File: src/core/gpm_pkg.sv
// Constants for the two-port GPIO block with pin-shared function routing.
// Assumes an 8-bit data-memory style register port inside the device.
package gpm_pkg;

  localparam int unsigned PORT_A_W = 8;
  localparam int unsigned PORT_B_W = 7;

  // Register addresses on the data-memory port
  localparam logic [7:0] ADDR_PORT_A_DATA = 8'h00;
  localparam logic [7:0] ADDR_PORT_A_DIR = 8'h01;
  localparam logic [7:0] ADDR_PORT_A_PU = 8'h02;
  localparam logic [7:0] ADDR_PORT_A_WAKE = 8'h03;
  localparam logic [7:0] ADDR_PORT_B_DATA = 8'h04;
  localparam logic [7:0] ADDR_PORT_B_DIR = 8'h05;
  localparam logic [7:0] ADDR_PORT_B_PU = 8'h06;
  localparam logic [7:0] ADDR_FSEL_A_LOW = 8'h07;
  localparam logic [7:0] ADDR_FSEL_A_HIGH = 8'h08;
  localparam logic [7:0] ADDR_FSEL_B = 8'h09;
  localparam logic [7:0] ADDR_RESET_SEL = 8'h0a;

  // Reset values
  localparam logic [7:0] RST_PORT_A_DATA = 8'hff;
  localparam logic [7:0] RST_PORT_A_DIR = 8'hff;
  localparam logic [7:0] RST_PORT_A_PU = 8'h00;
  localparam logic [7:0] RST_PORT_A_WAKE = 8'h00;
  localparam logic [7:0] RST_PORT_B_DATA = 8'h5f;
  localparam logic [7:0] RST_PORT_B_DIR = 8'h7f;
  localparam logic [7:0] RST_PORT_B_PU = 8'h00;
  localparam logic [7:0] RST_FSEL = 8'h00;
  localparam logic [7:0] RST_RESET_SEL = 8'h55;

  // Implemented bit masks
  localparam logic [7:0] MASK_PORT_B_DATA = 8'h5f;
  localparam logic [7:0] MASK_PORT_B_CTL = 8'h7f;
  localparam logic [7:0] MASK_FSEL_A_LOW = 8'hcc;
  localparam logic [7:0] MASK_FSEL_A_HIGH = 8'hfc;
  localparam logic [7:0] MASK_FSEL_B = 8'hff;

  // Selector field positions (low bit of each 2-bit field)
  localparam int unsigned FLD_A3 = 6;
  localparam int unsigned FLD_A1 = 2;
  localparam int unsigned FLD_A7 = 6;
  localparam int unsigned FLD_A6 = 4;
  localparam int unsigned FLD_A5 = 2;
  localparam int unsigned FLD_B3 = 6;
  localparam int unsigned FLD_B2 = 4;
  localparam int unsigned FLD_B1 = 2;
  localparam int unsigned FLD_B0 = 0;

  // Selector codes
  localparam logic [1:0] FN_ALT1 = 2'h1;
  localparam logic [1:0] FN_ALT2 = 2'h2;

  // Reset pin select codes
  localparam logic [7:0] RSEL_GPIO = 8'h55;
  localparam logic [7:0] RSEL_RESET = 8'haa;

  // Pin bit positions
  localparam int unsigned PIN_A1 = 1;
  localparam int unsigned PIN_A3 = 3;
  localparam int unsigned PIN_A5 = 5;
  localparam int unsigned PIN_A6 = 6;
  localparam int unsigned PIN_A7 = 7;
  localparam int unsigned PIN_B0 = 0;
  localparam int unsigned PIN_B1 = 1;
  localparam int unsigned PIN_B2 = 2;
  localparam int unsigned PIN_B3 = 3;
  localparam int unsigned PIN_B4 = 4;

  typedef enum logic [1:0] {
    GPM_FN_GPIO = 2'h0,
    GPM_FN_DRIVE = 2'h1,
    GPM_FN_ANALOG = 2'h3
  } gpm_fn_t;

endpackage : gpm_pkg

File: src/core/gpm_pad_bank.sv
// Registered pad control for one port: output value, enable and pull-high.
// Assumes per-pin routing flags are already decoded by the caller.
`timescale 1ns/1ns
module gpm_pad_bank
  import gpm_pkg::*;
#(
  parameter int unsigned W = 8
) (
  // Clock and reset
  input wire logic clock,
  input wire logic rst_n,
  // Per-pin controls
  input wire logic [W-1:0] dir_in_mode,
  input wire logic [W-1:0] latch,
  input wire logic [W-1:0] pull_en,
  input wire logic [W-1:0] alt_drive,
  input wire logic [W-1:0] alt_value,
  input wire logic [W-1:0] analog,
  input wire logic [W-1:0] no_drive,
  // Pad side
  output logic [W-1:0] pad_out,
  output logic [W-1:0] pad_oe,
  output logic [W-1:0] pad_pull
);

  logic [W-1:0] out_d;
  logic [W-1:0] oe_d;
  logic [W-1:0] pull_d;

  // A compare output overrides the direction bit; analog kills the driver
  // Per-bit select: a vector condition would let one compare pin steer the whole port
  assign out_d = (alt_drive & alt_value) | (~alt_drive & latch);
  assign oe_d = ~analog & ~no_drive & (alt_drive | ~dir_in_mode);
  // Pull-high only on a digital input; push-pull drivers never pull
  assign pull_d = pull_en & ~analog & ~alt_drive & dir_in_mode;

  always_ff @(posedge clock or negedge rst_n)
  begin
    if (!rst_n)
    begin
      pad_out <= '1;
      pad_oe <= '0;
      pad_pull <= '0;
    end
    else
    begin
      pad_out <= out_d;
      pad_oe <= oe_d;
      pad_pull <= pull_d;
    end
  end

endmodule : gpm_pad_bank

File: src/core/gpm_port_top.sv
// How it works
// - Reads of input pins sample the live pin level on the clock edge of the read; port B pin 5 reads zero.
// - Written port data stays in an output latch until rewritten.
// - Pull-high bit 1 enables the pull, only on logic-input pins.
// - With wake enabled, a falling edge on a port A pin wakes the device.
// - Wake only acts on general purpose pins during idle or sleep.
// - Wake enable bits 7..0 map to port A pins 7..0, 1 enables.
// - Direction bit 1 makes an input, 0 a push-pull output.
// - Reading an output pin returns the latch, not the pin level.
// - Port A pin 3 code 01 is analog channel 4, else GPIO with timer0 clock.
// - Port A pin 1: 01 timer0 compare, 10 reference input, else GPIO.
// - Port A pin 7 code 01 is analog channel 7, else GPIO.
// - Port A pin 6 code 01 is analog channel 6, else GPIO.
// - Port A pin 5 code 01 is analog channel 5, else GPIO with timer0 capture.
// - Port B pin 3 code 01 is analog channel 3, else GPIO.
// - Port B pin 2 code 01 is analog channel 2, else GPIO with timer1 capture.
// - Port B pin 1 code 01 is analog channel 1, else GPIO with timer1 clock.
// - Port B pin 0: 01 timer1 compare, 10 analog channel 0, else GPIO.
// - Unimplemented selector bits ignore writes and read zero.
// - Port B pin 4 is GPIO for 0x55 and active-low reset input for 0xaa.
//
// Top of the GPIO ports with pin-shared function routing.
// Assumes the core issues one-cycle read and write strobes with a stable address.
`timescale 1ns/1ns
module gpm_port_top
  import gpm_pkg::*;
#(
  parameter int unsigned A_W = PORT_A_W,
  parameter int unsigned B_W = PORT_B_W
) (
  // Clock and reset
  input wire logic clock,
  input wire logic rst_n,
  // Data-memory register port
  input wire logic [7:0] mem_addr,
  input wire logic mem_wr,
  input wire logic mem_rd,
  input wire logic [7:0] mem_wdata,
  output logic [7:0] mem_rdata_q,
  // Power mode
  input wire logic low_power_mode,
  output logic wake_q,
  // Port A pins
  input wire logic [A_W-1:0] port_a_in,
  output logic [A_W-1:0] port_a_out,
  output logic [A_W-1:0] port_a_oe,
  output logic [A_W-1:0] port_a_pull,
  // Port B pins
  input wire logic [B_W-1:0] port_b_in,
  output logic [B_W-1:0] port_b_out,
  output logic [B_W-1:0] port_b_oe,
  output logic [B_W-1:0] port_b_pull,
  // Timer compare outputs toward the pins
  input wire logic timer0_compare_output,
  input wire logic timer1_compare_output,
  // Routed inputs toward peripherals
  output logic timer0_clock_input_q,
  output logic timer0_capture_input_q,
  output logic timer1_clock_input_q,
  output logic timer1_capture_input_q,
  output logic external_reset_n_q,
  // Analog routing
  output logic [7:0] analog_channel_en_q,
  output logic vref_en_q
);

  function automatic logic [1:0] field(input logic [7:0] r, input int unsigned lsb);
    field = r[lsb +: 2];
  endfunction : field

  function automatic logic [7:0] merge(input logic [7:0] old, input logic [7:0] wd, input logic [7:0] m);
    merge = (wd & m) | (old & ~m);
  endfunction : merge

  // Registers
  logic [7:0] port_a_data_latch_q;
  logic [7:0] port_a_direction_q;
  logic [7:0] port_a_pullup_enable_q;
  logic [7:0] port_a_wake_enable_q;
  logic [7:0] port_b_data_latch_q;
  logic [7:0] port_b_direction_q;
  logic [7:0] port_b_pullup_enable_q;
  logic [7:0] port_a_function_select_low_q;
  logic [7:0] port_a_function_select_high_q;
  logic [7:0] port_b_function_select_q;
  logic [7:0] external_reset_select_q;
  logic [A_W-1:0] port_a_prev_q;

  // Address decode
  wire wr_a_data = mem_wr && (mem_addr == ADDR_PORT_A_DATA);
  wire wr_a_dir = mem_wr && (mem_addr == ADDR_PORT_A_DIR);
  wire wr_a_pu = mem_wr && (mem_addr == ADDR_PORT_A_PU);
  wire wr_a_wake = mem_wr && (mem_addr == ADDR_PORT_A_WAKE);
  wire wr_b_data = mem_wr && (mem_addr == ADDR_PORT_B_DATA);
  wire wr_b_dir = mem_wr && (mem_addr == ADDR_PORT_B_DIR);
  wire wr_b_pu = mem_wr && (mem_addr == ADDR_PORT_B_PU);
  wire wr_fs_al = mem_wr && (mem_addr == ADDR_FSEL_A_LOW);
  wire wr_fs_ah = mem_wr && (mem_addr == ADDR_FSEL_A_HIGH);
  wire wr_fs_b = mem_wr && (mem_addr == ADDR_FSEL_B);
  wire wr_rsel = mem_wr && (mem_addr == ADDR_RESET_SEL);

  // Pin routing decode
  wire [1:0] sel_a3 = field(port_a_function_select_low_q, FLD_A3);
  wire [1:0] sel_a1 = field(port_a_function_select_low_q, FLD_A1);
  wire [1:0] sel_a7 = field(port_a_function_select_high_q, FLD_A7);
  wire [1:0] sel_a6 = field(port_a_function_select_high_q, FLD_A6);
  wire [1:0] sel_a5 = field(port_a_function_select_high_q, FLD_A5);
  wire [1:0] sel_b3 = field(port_b_function_select_q, FLD_B3);
  wire [1:0] sel_b2 = field(port_b_function_select_q, FLD_B2);
  wire [1:0] sel_b1 = field(port_b_function_select_q, FLD_B1);
  wire [1:0] sel_b0 = field(port_b_function_select_q, FLD_B0);

  wire an4_sel = (sel_a3 == FN_ALT1);
  wire tm0_cmp_sel = (sel_a1 == FN_ALT1);
  wire vref_sel = (sel_a1 == FN_ALT2);
  wire an7_sel = (sel_a7 == FN_ALT1);
  wire an6_sel = (sel_a6 == FN_ALT1);
  wire an5_sel = (sel_a5 == FN_ALT1);
  wire an3_sel = (sel_b3 == FN_ALT1);
  wire an2_sel = (sel_b2 == FN_ALT1);
  wire an1_sel = (sel_b1 == FN_ALT1);
  wire tm1_cmp_sel = (sel_b0 == FN_ALT1);
  wire an0_sel = (sel_b0 == FN_ALT2);
  wire b4_reset_sel = (external_reset_select_q == RSEL_RESET);

  wire [7:0] a_analog = {an7_sel, an6_sel, an5_sel, 1'b0, an4_sel, 1'b0, vref_sel, 1'b0};
  wire [7:0] a_drive = {6'h00, tm0_cmp_sel, 1'b0};
  wire [7:0] b_analog = {4'h0, an3_sel, an2_sel, an1_sel, an0_sel};
  wire [7:0] b_drive = {7'h00, tm1_cmp_sel};
  wire [7:0] b_nodrive = {3'h0, b4_reset_sel, 4'h0};
  wire [7:0] a_gpio = ~(a_analog | a_drive);

  wire [A_W-1:0] a_alt_value = {A_W{timer0_compare_output}};
  wire [B_W-1:0] b_alt_value = {B_W{timer1_compare_output}};

  // Read view: input pins show the live level, outputs the latch; port B pin 5 reads zero
  wire [7:0] a_view = (port_a_direction_q & port_a_in) | (~port_a_direction_q & port_a_data_latch_q);
  wire [7:0] b_pins = {1'b0, port_b_in};
  wire [7:0] b_view = ((port_b_direction_q & b_pins) | (~port_b_direction_q & port_b_data_latch_q))
                      & MASK_PORT_B_DATA;

  logic [7:0] rd_mux;
  always_comb
  begin
    case (mem_addr)
      ADDR_PORT_A_DATA: rd_mux = a_view;
      ADDR_PORT_A_DIR: rd_mux = port_a_direction_q;
      ADDR_PORT_A_PU: rd_mux = port_a_pullup_enable_q;
      ADDR_PORT_A_WAKE: rd_mux = port_a_wake_enable_q;
      ADDR_PORT_B_DATA: rd_mux = b_view;
      ADDR_PORT_B_DIR: rd_mux = port_b_direction_q;
      ADDR_PORT_B_PU: rd_mux = port_b_pullup_enable_q;
      ADDR_FSEL_A_LOW: rd_mux = port_a_function_select_low_q;
      ADDR_FSEL_A_HIGH: rd_mux = port_a_function_select_high_q;
      ADDR_FSEL_B: rd_mux = port_b_function_select_q;
      ADDR_RESET_SEL: rd_mux = external_reset_select_q;
      default: rd_mux = 8'h00;
    endcase
  end

  // Falling edge on a general purpose pin while asleep; pins are synchronous
  wire [7:0] a_fall = port_a_prev_q & ~port_a_in;
  wire wake_d = low_power_mode && |(a_fall & port_a_wake_enable_q & a_gpio);

  always_ff @(posedge clock or negedge rst_n)
  begin
    if (!rst_n)
    begin
      port_a_data_latch_q <= RST_PORT_A_DATA;
      port_a_direction_q <= RST_PORT_A_DIR;
      port_a_pullup_enable_q <= RST_PORT_A_PU;
      port_a_wake_enable_q <= RST_PORT_A_WAKE;
      port_b_data_latch_q <= RST_PORT_B_DATA;
      port_b_direction_q <= RST_PORT_B_DIR;
      port_b_pullup_enable_q <= RST_PORT_B_PU;
    end
    else
    begin
      if (wr_a_data) port_a_data_latch_q <= mem_wdata;
      if (wr_a_dir) port_a_direction_q <= mem_wdata;
      if (wr_a_pu) port_a_pullup_enable_q <= mem_wdata;
      if (wr_a_wake) port_a_wake_enable_q <= mem_wdata;
      if (wr_b_data) port_b_data_latch_q <= mem_wdata & MASK_PORT_B_DATA;
      if (wr_b_dir) port_b_direction_q <= mem_wdata & MASK_PORT_B_CTL;
      if (wr_b_pu) port_b_pullup_enable_q <= mem_wdata & MASK_PORT_B_CTL;
    end
  end

  always_ff @(posedge clock or negedge rst_n)
  begin
    if (!rst_n)
    begin
      port_a_function_select_low_q <= RST_FSEL;
      port_a_function_select_high_q <= RST_FSEL;
      port_b_function_select_q <= RST_FSEL;
      external_reset_select_q <= RST_RESET_SEL;
    end
    else
    begin
      // Unimplemented selector bits stay zero
      if (wr_fs_al) port_a_function_select_low_q <= merge(8'h00, mem_wdata, MASK_FSEL_A_LOW);
      if (wr_fs_ah) port_a_function_select_high_q <= merge(8'h00, mem_wdata, MASK_FSEL_A_HIGH);
      if (wr_fs_b) port_b_function_select_q <= merge(8'h00, mem_wdata, MASK_FSEL_B);
      if (wr_rsel) external_reset_select_q <= mem_wdata;
    end
  end

  always_ff @(posedge clock or negedge rst_n)
  begin
    if (!rst_n)
    begin
      mem_rdata_q <= 8'h00;
      port_a_prev_q <= '0;
      wake_q <= 1'b0;
    end
    else
    begin
      if (mem_rd) mem_rdata_q <= rd_mux;
      // Edge history runs always so a stale level cannot fake an edge on entry
      port_a_prev_q <= port_a_in;
      wake_q <= wake_d;
    end
  end

  // Routed peripheral inputs: gated low when the pin is analog
  always_ff @(posedge clock or negedge rst_n)
  begin
    if (!rst_n)
    begin
      timer0_clock_input_q <= 1'b0;
      timer0_capture_input_q <= 1'b0;
      timer1_clock_input_q <= 1'b0;
      timer1_capture_input_q <= 1'b0;
      external_reset_n_q <= 1'b1;
      analog_channel_en_q <= 8'h00;
      vref_en_q <= 1'b0;
    end
    else
    begin
      timer0_clock_input_q <= port_a_in[PIN_A3] & ~an4_sel;
      timer0_capture_input_q <= port_a_in[PIN_A5] & ~an5_sel;
      timer1_clock_input_q <= port_b_in[PIN_B1] & ~an1_sel;
      timer1_capture_input_q <= port_b_in[PIN_B2] & ~an2_sel;
      external_reset_n_q <= b4_reset_sel ? port_b_in[PIN_B4] : 1'b1;
      analog_channel_en_q <= {an7_sel, an6_sel, an5_sel, an4_sel, an3_sel, an2_sel, an1_sel, an0_sel};
      vref_en_q <= vref_sel;
    end
  end

  gpm_pad_bank #(.W(A_W)) u_pad_a (
    .clock(clock),
    .rst_n(rst_n),
    .dir_in_mode(port_a_direction_q[A_W-1:0]),
    .latch(port_a_data_latch_q[A_W-1:0]),
    .pull_en(port_a_pullup_enable_q[A_W-1:0]),
    .alt_drive(a_drive[A_W-1:0]),
    .alt_value(a_alt_value),
    .analog(a_analog[A_W-1:0]),
    .no_drive({A_W{1'b0}}),
    .pad_out(port_a_out),
    .pad_oe(port_a_oe),
    .pad_pull(port_a_pull)
  );

  gpm_pad_bank #(.W(B_W)) u_pad_b (
    .clock(clock),
    .rst_n(rst_n),
    .dir_in_mode(port_b_direction_q[B_W-1:0]),
    .latch(port_b_data_latch_q[B_W-1:0]),
    .pull_en(port_b_pullup_enable_q[B_W-1:0]),
    .alt_drive(b_drive[B_W-1:0]),
    .alt_value(b_alt_value),
    .analog(b_analog[B_W-1:0]),
    .no_drive(b_nodrive[B_W-1:0]),
    .pad_out(port_b_out),
    .pad_oe(port_b_oe),
    .pad_pull(port_b_pull)
  );
endmodule : gpm_port_top

File: config.mk
export PLATFORM = sky130hd
export DESIGN_NAME = gpm_port_top
export DESIGN_NICKNAME = d
export VERILOG_FILES = /design/src/core/gpm_pkg.sv /design/src/core/gpm_pad_bank.sv /design/src/core/gpm_port_top.sv
export SDC_FILE = /design/constraint.sdc
export NUM_CORES = 1
export LEC_CHECK = 0
export ABC_AREA = 1
export BUFFER_PORTS_ARGS = -buffer_cell sky130_fd_sc_hd__buf_4
export CAP_MARGIN = 30
export CORE_MARGIN = 5
export CORE_UTILIZATION = 25
export DETAILED_ROUTE_END_ITERATION = 10
export SLEW_MARGIN = 40
export SYNTH_ARGS = -nofsm -noshare
export SYNTH_HDL_FRONTEND = slang
export SYNTH_HIERARCHICAL = 1
export SYNTH_SLANG_ARGS = --single-unit
File: constraint.sdc
create_clock -name clock -period 1.9 [get_ports clock]
set_clock_uncertainty 0.2 [all_clocks]
set_input_delay 0.095 -clock clock [delete_from_list [all_inputs] [get_ports clock]]
set_output_delay 0.095 -clock clock [all_outputs]
set_load 0.005 [all_outputs]
Word level (Yosys, flattened, before mapping):

Cells that the tools add are included.

* output and inout port bits: 68
* logic and storage cells: 110
* bits in registers: 154
* input port bits: 38

* mux-type cells: 2
* bitwise logic cells: 45
* eq/ne operators: 22
* reduce and logical (&&, ||, !) cells: 14

Operators with widths (count)
* $pmux W8 S11: 1
* $and A8 B8 Y8: 10
* $and A7 B7 Y7: 8
* $eq A8 B3 Y1 const B: 4
* $not A8 Y8: 4
* $eq A8 B4 Y1 const B: 3
* $eq A2 B1 Y1 const B: 9
* $eq A8 B2 Y1 const B: 2
* $or A8 B8 Y8: 2
* $not A7 Y7: 2
* $or A7 B7 Y7: 2
* $logic_and A1 B1 Y1: 12
* $and A2 B8 Y8: 1
* $eq A8 B1 Y1 const B: 1
* $eq A8 B8 Y1 const B: 1
* $logic_not A8 Y1: 1
* $not A2 Y8: 1
* $or A2 B8 Y8: 1
* $or A8 B2 Y8: 1
* $reduce_or A8 Y1: 1
* $and A1 B7 Y7: 1
* $not A1 Y7: 1
* $not A4 Y7: 1
* $not A5 Y7: 1
* 5 further kinds: 12

Longest topological paths before layout:

* word-level depth: 6
* mapped depth: 11
* gate-level depth less buffers: 9

By module:

Netlist, hierarchy kept.

By module, submodules not included
* gpm_port_top: area each 5272.6 um2, times used 1, seq. area each 2770.2 um2, cells each 609
* gpm_pad_bank (u_pad_a): area each 1001.0 um2, times used 1, seq. area each 610.6 um2, cells each 128
* gpm_pad_bank (u_pad_b): area each 893.4 um2, times used 1, seq. area each 534.3 um2, cells each 112

Worst setup path after synthesis:

OpenSTA, ideal clock, no wires.

* path type: reg-to-reg
* from: register external_reset_select_q[0]
* to: register u_pad_b.pad_oe[4]
* arrival: 1.083 ns
* path slack: 0.502 ns
* library setup time: 0.115 ns
* data required time: 1.585 ns
* stages on the path, launching flop included: 6
* period minus slack after synthesis: 1.398 ns
* buffers on the path: 0
* cell sequence: dfstp_2 > or3_1 > nor4_1 > inv_1 > nand2_1 > nor2_1

* word-level cells in the longest chain between the ends: 4

RTL lines
* start, declared: RTL line gpm_port_top.sv:86 `logic [7:0] external_reset_select_q;`
* start signal, assigned: RTL line gpm_port_top.sv:204 `if (wr_rsel) external_reset_select_q <= mem_wdata;`
* $eq A8 B8 Y1: RTL line gpm_port_top.sv:124 `wire b4_reset_sel = (external_reset_select_q == RSEL_RESET);`
* via b4_reset_sel: RTL line gpm_port_top.sv:124
* $not A5 Y7: RTL line gpm_pad_bank.sv:33 `assign oe_d = ~analog & ~no_drive & (alt_drive | ~dir_in_mode);`
* $and A7 B7 Y7 (2 in a row): RTL line gpm_pad_bank.sv:33
* via u_pad_b.oe_d[4]: RTL line gpm_pad_bank.sv:27 `logic [W-1:0] oe_d;`
* end signal, assigned: RTL line gpm_pad_bank.sv:42 `pad_oe <= '0;`
* end signal, assigned: RTL line gpm_pad_bank.sv:48 `pad_oe <= oe_d;`
* end, declared: RTL line gpm_pad_bank.sv:22 `output logic [W-1:0] pad_oe,`

The timed path passes the listed nets, and every way through them passes these cells.
A chain may end at the register's enable or synchronous reset.

Final worst setup path:

Same ends and word-level chain as after synthesis.

==> qor.txt <==
FF-to-FF setup slack: 0.28 ns
First-pass DRT Iterations: 5
Root buffer selected by CTS: clkbuf_16
RSZ-0062 raised after global routing: no
IO Port Bufs: 104
Synth Area in Adders: 0.349%
Via density: 4.01
TritonCTS clock tree: yes
Final hold vios: 0
Fill cells: 2,971
First-pass GRT wire length: 30.8 mm
Final Worst Setup Slack: 0.278 ns
Core Area: 0.0285 mm²
Worst-margin pin slew: 0.583 ns
WL final: 19.2 mm
Avg Inst Size Synth: 8.44 µm²
Maximum fanout along the worst path: 3
ANT nets after route: 0
Worst reg2reg path endpoint: u_pad_b/pad_oe[4]
Synth Area in XOR/XNOR: 0%
Critical Path Sink Type: register
RR Startpoint: external_reset_select_q[0]
Max stage delay on crit path: 0.41 ns
Most frequent cells in the layout: 269 x nand2_1, 108 x buf_4, 105 x dfrtp_1, 98 x inv_1, 82 x nor2_1
I/O pins: 106
Max Buffers Root-to-Sink: 2
Crit Path Category: register to register
Final min period: 1.62 ns
Die Width: 179 µm
Max_cap viols: 0
Cells after Synth: 849
Crit start category: register
Final setup viols: 0
Syn Std Cell Area: 0.00717 mm²
Worst reg-to-reg path cell count: 6
Synth Area in Simple Gates: 29.9%
CTS H-tree lvls: 4
P_leak: 4.42 nW
Synth Flop Type: dfrtp_1
Top cell type's share of synthesized area: 36.7%
Post-CTS Hold Buffers: 25
CTS resizes: 0
CTS Sinks: 154
Top area cells in the synthesized netlist: dfrtp_1 37%, dfstp_2 18%, nand2_1 14%, inv_1 5.1%, nand3_1 5.0%
Hold slack final: 0.0168 ns
Total track usage: 12.4%
Place WS: 0.109 ns
Period utilization: 85.4%
Worst EP required: 2.03 ns
Pwr/cell area: 815 mW/mm²
TNS Setup: 0 ns
Synth area leader: dfrtp_1
Clk pin slew, worst setup/hold paths: 0.07 ns
Initial Utilization: 25.2%
Maximum VDD drop: 0.639 mV
First DRT Iteration DRCs: 325
Synth cell types: 34
Critical path arrival: 1.75 ns
Buffers & Inverters on Critical Path: 2
Max-slew headroom: 61.1%
Setup Fix Bufs, Post-CTS: 0
Commonest non-fill, non-tap cell in the layout: nand2_1
Compound-cell area share of the yosys netlist: 6.42%
GRT overflow: 0
Cell family with most CP delay: simple AND/OR/NAND/NOR gates
Worst skew pair latency: 0.42 ns
Dpl hpwl: 14.3 mm
Net count of the finished layout: 1,083
Layout cells sized above 1: 22.8%
Async SR Flop Fraction: 100%
Die height: 179 µm
Multiplexer share of the synthesized area: 0%
Rows: 62
Post-synth EDFFs: 0
Slowest cell on crit path: or3_1
Pin count of the biggest net entering global routing: 57
Max Freq: 616 MHz
CP Cell Sequence: or3_1 > nor4_1 > buf_4 > inv_1 > nand2_1 > nor2_1
Routed vias: 5,777
Fin area: 0.00945 mm²
Die Area: 0.0322 mm²
Hold crit path type: input port to async pin
Largest family of logic cells by synthesized area: simple AND/OR/NAND/NOR gates
Vias in the first global route: 5,790
Placer Congestion: 0.841
Final-report max-slew violation count: 0
Clock buffers created by TritonCTS: 17
Flops & latches, synth: 154
Outcome: finished clean
DRC violations left: 0
Wire per inst: 13.3 µm
Placement Cell Area: 0.00859 mm²
Synthesis warning total: 6
Sequential share of the synthesized area: 54.6%
N_diodes: 0
P&R area growth vs syn: 31.8%
Initial antenna violation count: 1
## worst reg2reg max path, stage by stage (launching register included)
cell and delay [ns]:
dfstp_2 0.37, or3_1 0.41, nor4_1 0.23, buf_4 0.18, inv_1 0.03, nand2_1 0.05
nor2_1 0.04
## flip-flops by register name, summed over array words and instances, names as in the netlist, 4 cells and up
signal and cells:
port_b_direction_q 7, u_pad_b/pad_out 7, u_pad_b/pad_pull 7, u_pad_a/pad_oe 8, port_a_prev_q 8, external_reset_select_q 8, port_a_wake_enable_q 8, u_pad_a/pad_out 8
mem_rdata_q 8, port_b_pullup_enable_q 7, port_a_data_latch_q 8, port_a_direction_q 8, port_a_pullup_enable_q 8, port_b_function_select_q 8, port_a_function_select_low_q 4, u_pad_a/pad_pull 8
port_b_data_latch_q 6, u_pad_b/pad_oe 7, analog_channel_en_q 8, port_a_function_select_high_q 6
## metal layers
layer  GRT usage, %  part of all wire [%]  vias to the layer above
met5              0                  0.10                        -
met4           4.09                   2.1                        2
met1           15.6                    43                     2649
met2           20.4                    48                      127
li1               -                     -                     2970
met3           3.94                   6.8                       29
## through the flow
stage	power, mW	util [%]	cells
floorplan	3.89	-	908
finish	7.70	33.2	1440
CTS	7.83	33.2	1440
global placement	4.22	30.2	1383
global route	8.06	33.2	1440
detailed placement	4.24	30.2	1383
## cell type report
class,instances,area (µm²),area share [%]
flip-flops and latches,154,3920,41.4
multi-input cells,621,2860,30.2
repair buffers,139,1170,12.4
well taps,384,480,5.09
clock buffers,20,447,4.73
inverters,110,415,4.40
clock inverters,12,163,1.72
## cell usage after synthesis (all sizes together) (2+ instances only)
library cell,n
dfrtp,105
buf,20
nand3,81
nand2,278
nand4,2
clkbuf,3
dfstp,49
o21ai,88
nor3b,2
inv,110
ha,2
nor2,100
## cells by family (layout without fill, tap and decap cells)
logic type / Yosys count / count (layout)
AOI/OAI and AO/OA: 91 / 91
adders and majority gates: 2 / 2
buffers and inverters: 133 / 281
DFF: 154 / 154
other: 1 / 60
and+or+nand+nor: 468 / 468
## how the worst max path moves through the flow
stage	from	endpoint	slack, ns	depth (start not counted)
3_5_place_dp	mem_addr[7]	port_b_data_latch_q[6]	0.11	7
5_1_grt	port_a_function_select_low_q[2]	wake_q	0.13	6
3_3_place_gp	mem_addr[7]	port_b_data_latch_q[2]	0.20	7
2_1_floorplan	external_reset_select_q[0]	u_pad_b/pad_oe[4]	0.50	5
4_1_cts	port_a_function_select_low_q[2]	wake_q	0.25	6
6_report	external_reset_select_q[0]	u_pad_b/pad_oe[4]	0.28	6
## power by group
| group | leakage (nW) | switching, mW | total, mW | internal [mW] |
|---|---|---|---|---|
| clock network | 0.292 | 1.37 | 3.49 | 2.12 |
| registers | 1.91 | 0.0961 | 3.56 | 3.46 |
| logic | 2.22 | 0.386 | 0.657 | 0.271 |
| total | 4.42 | 1.85 | 7.70 | 5.85 |
Power figures use the tool's default switching activity.
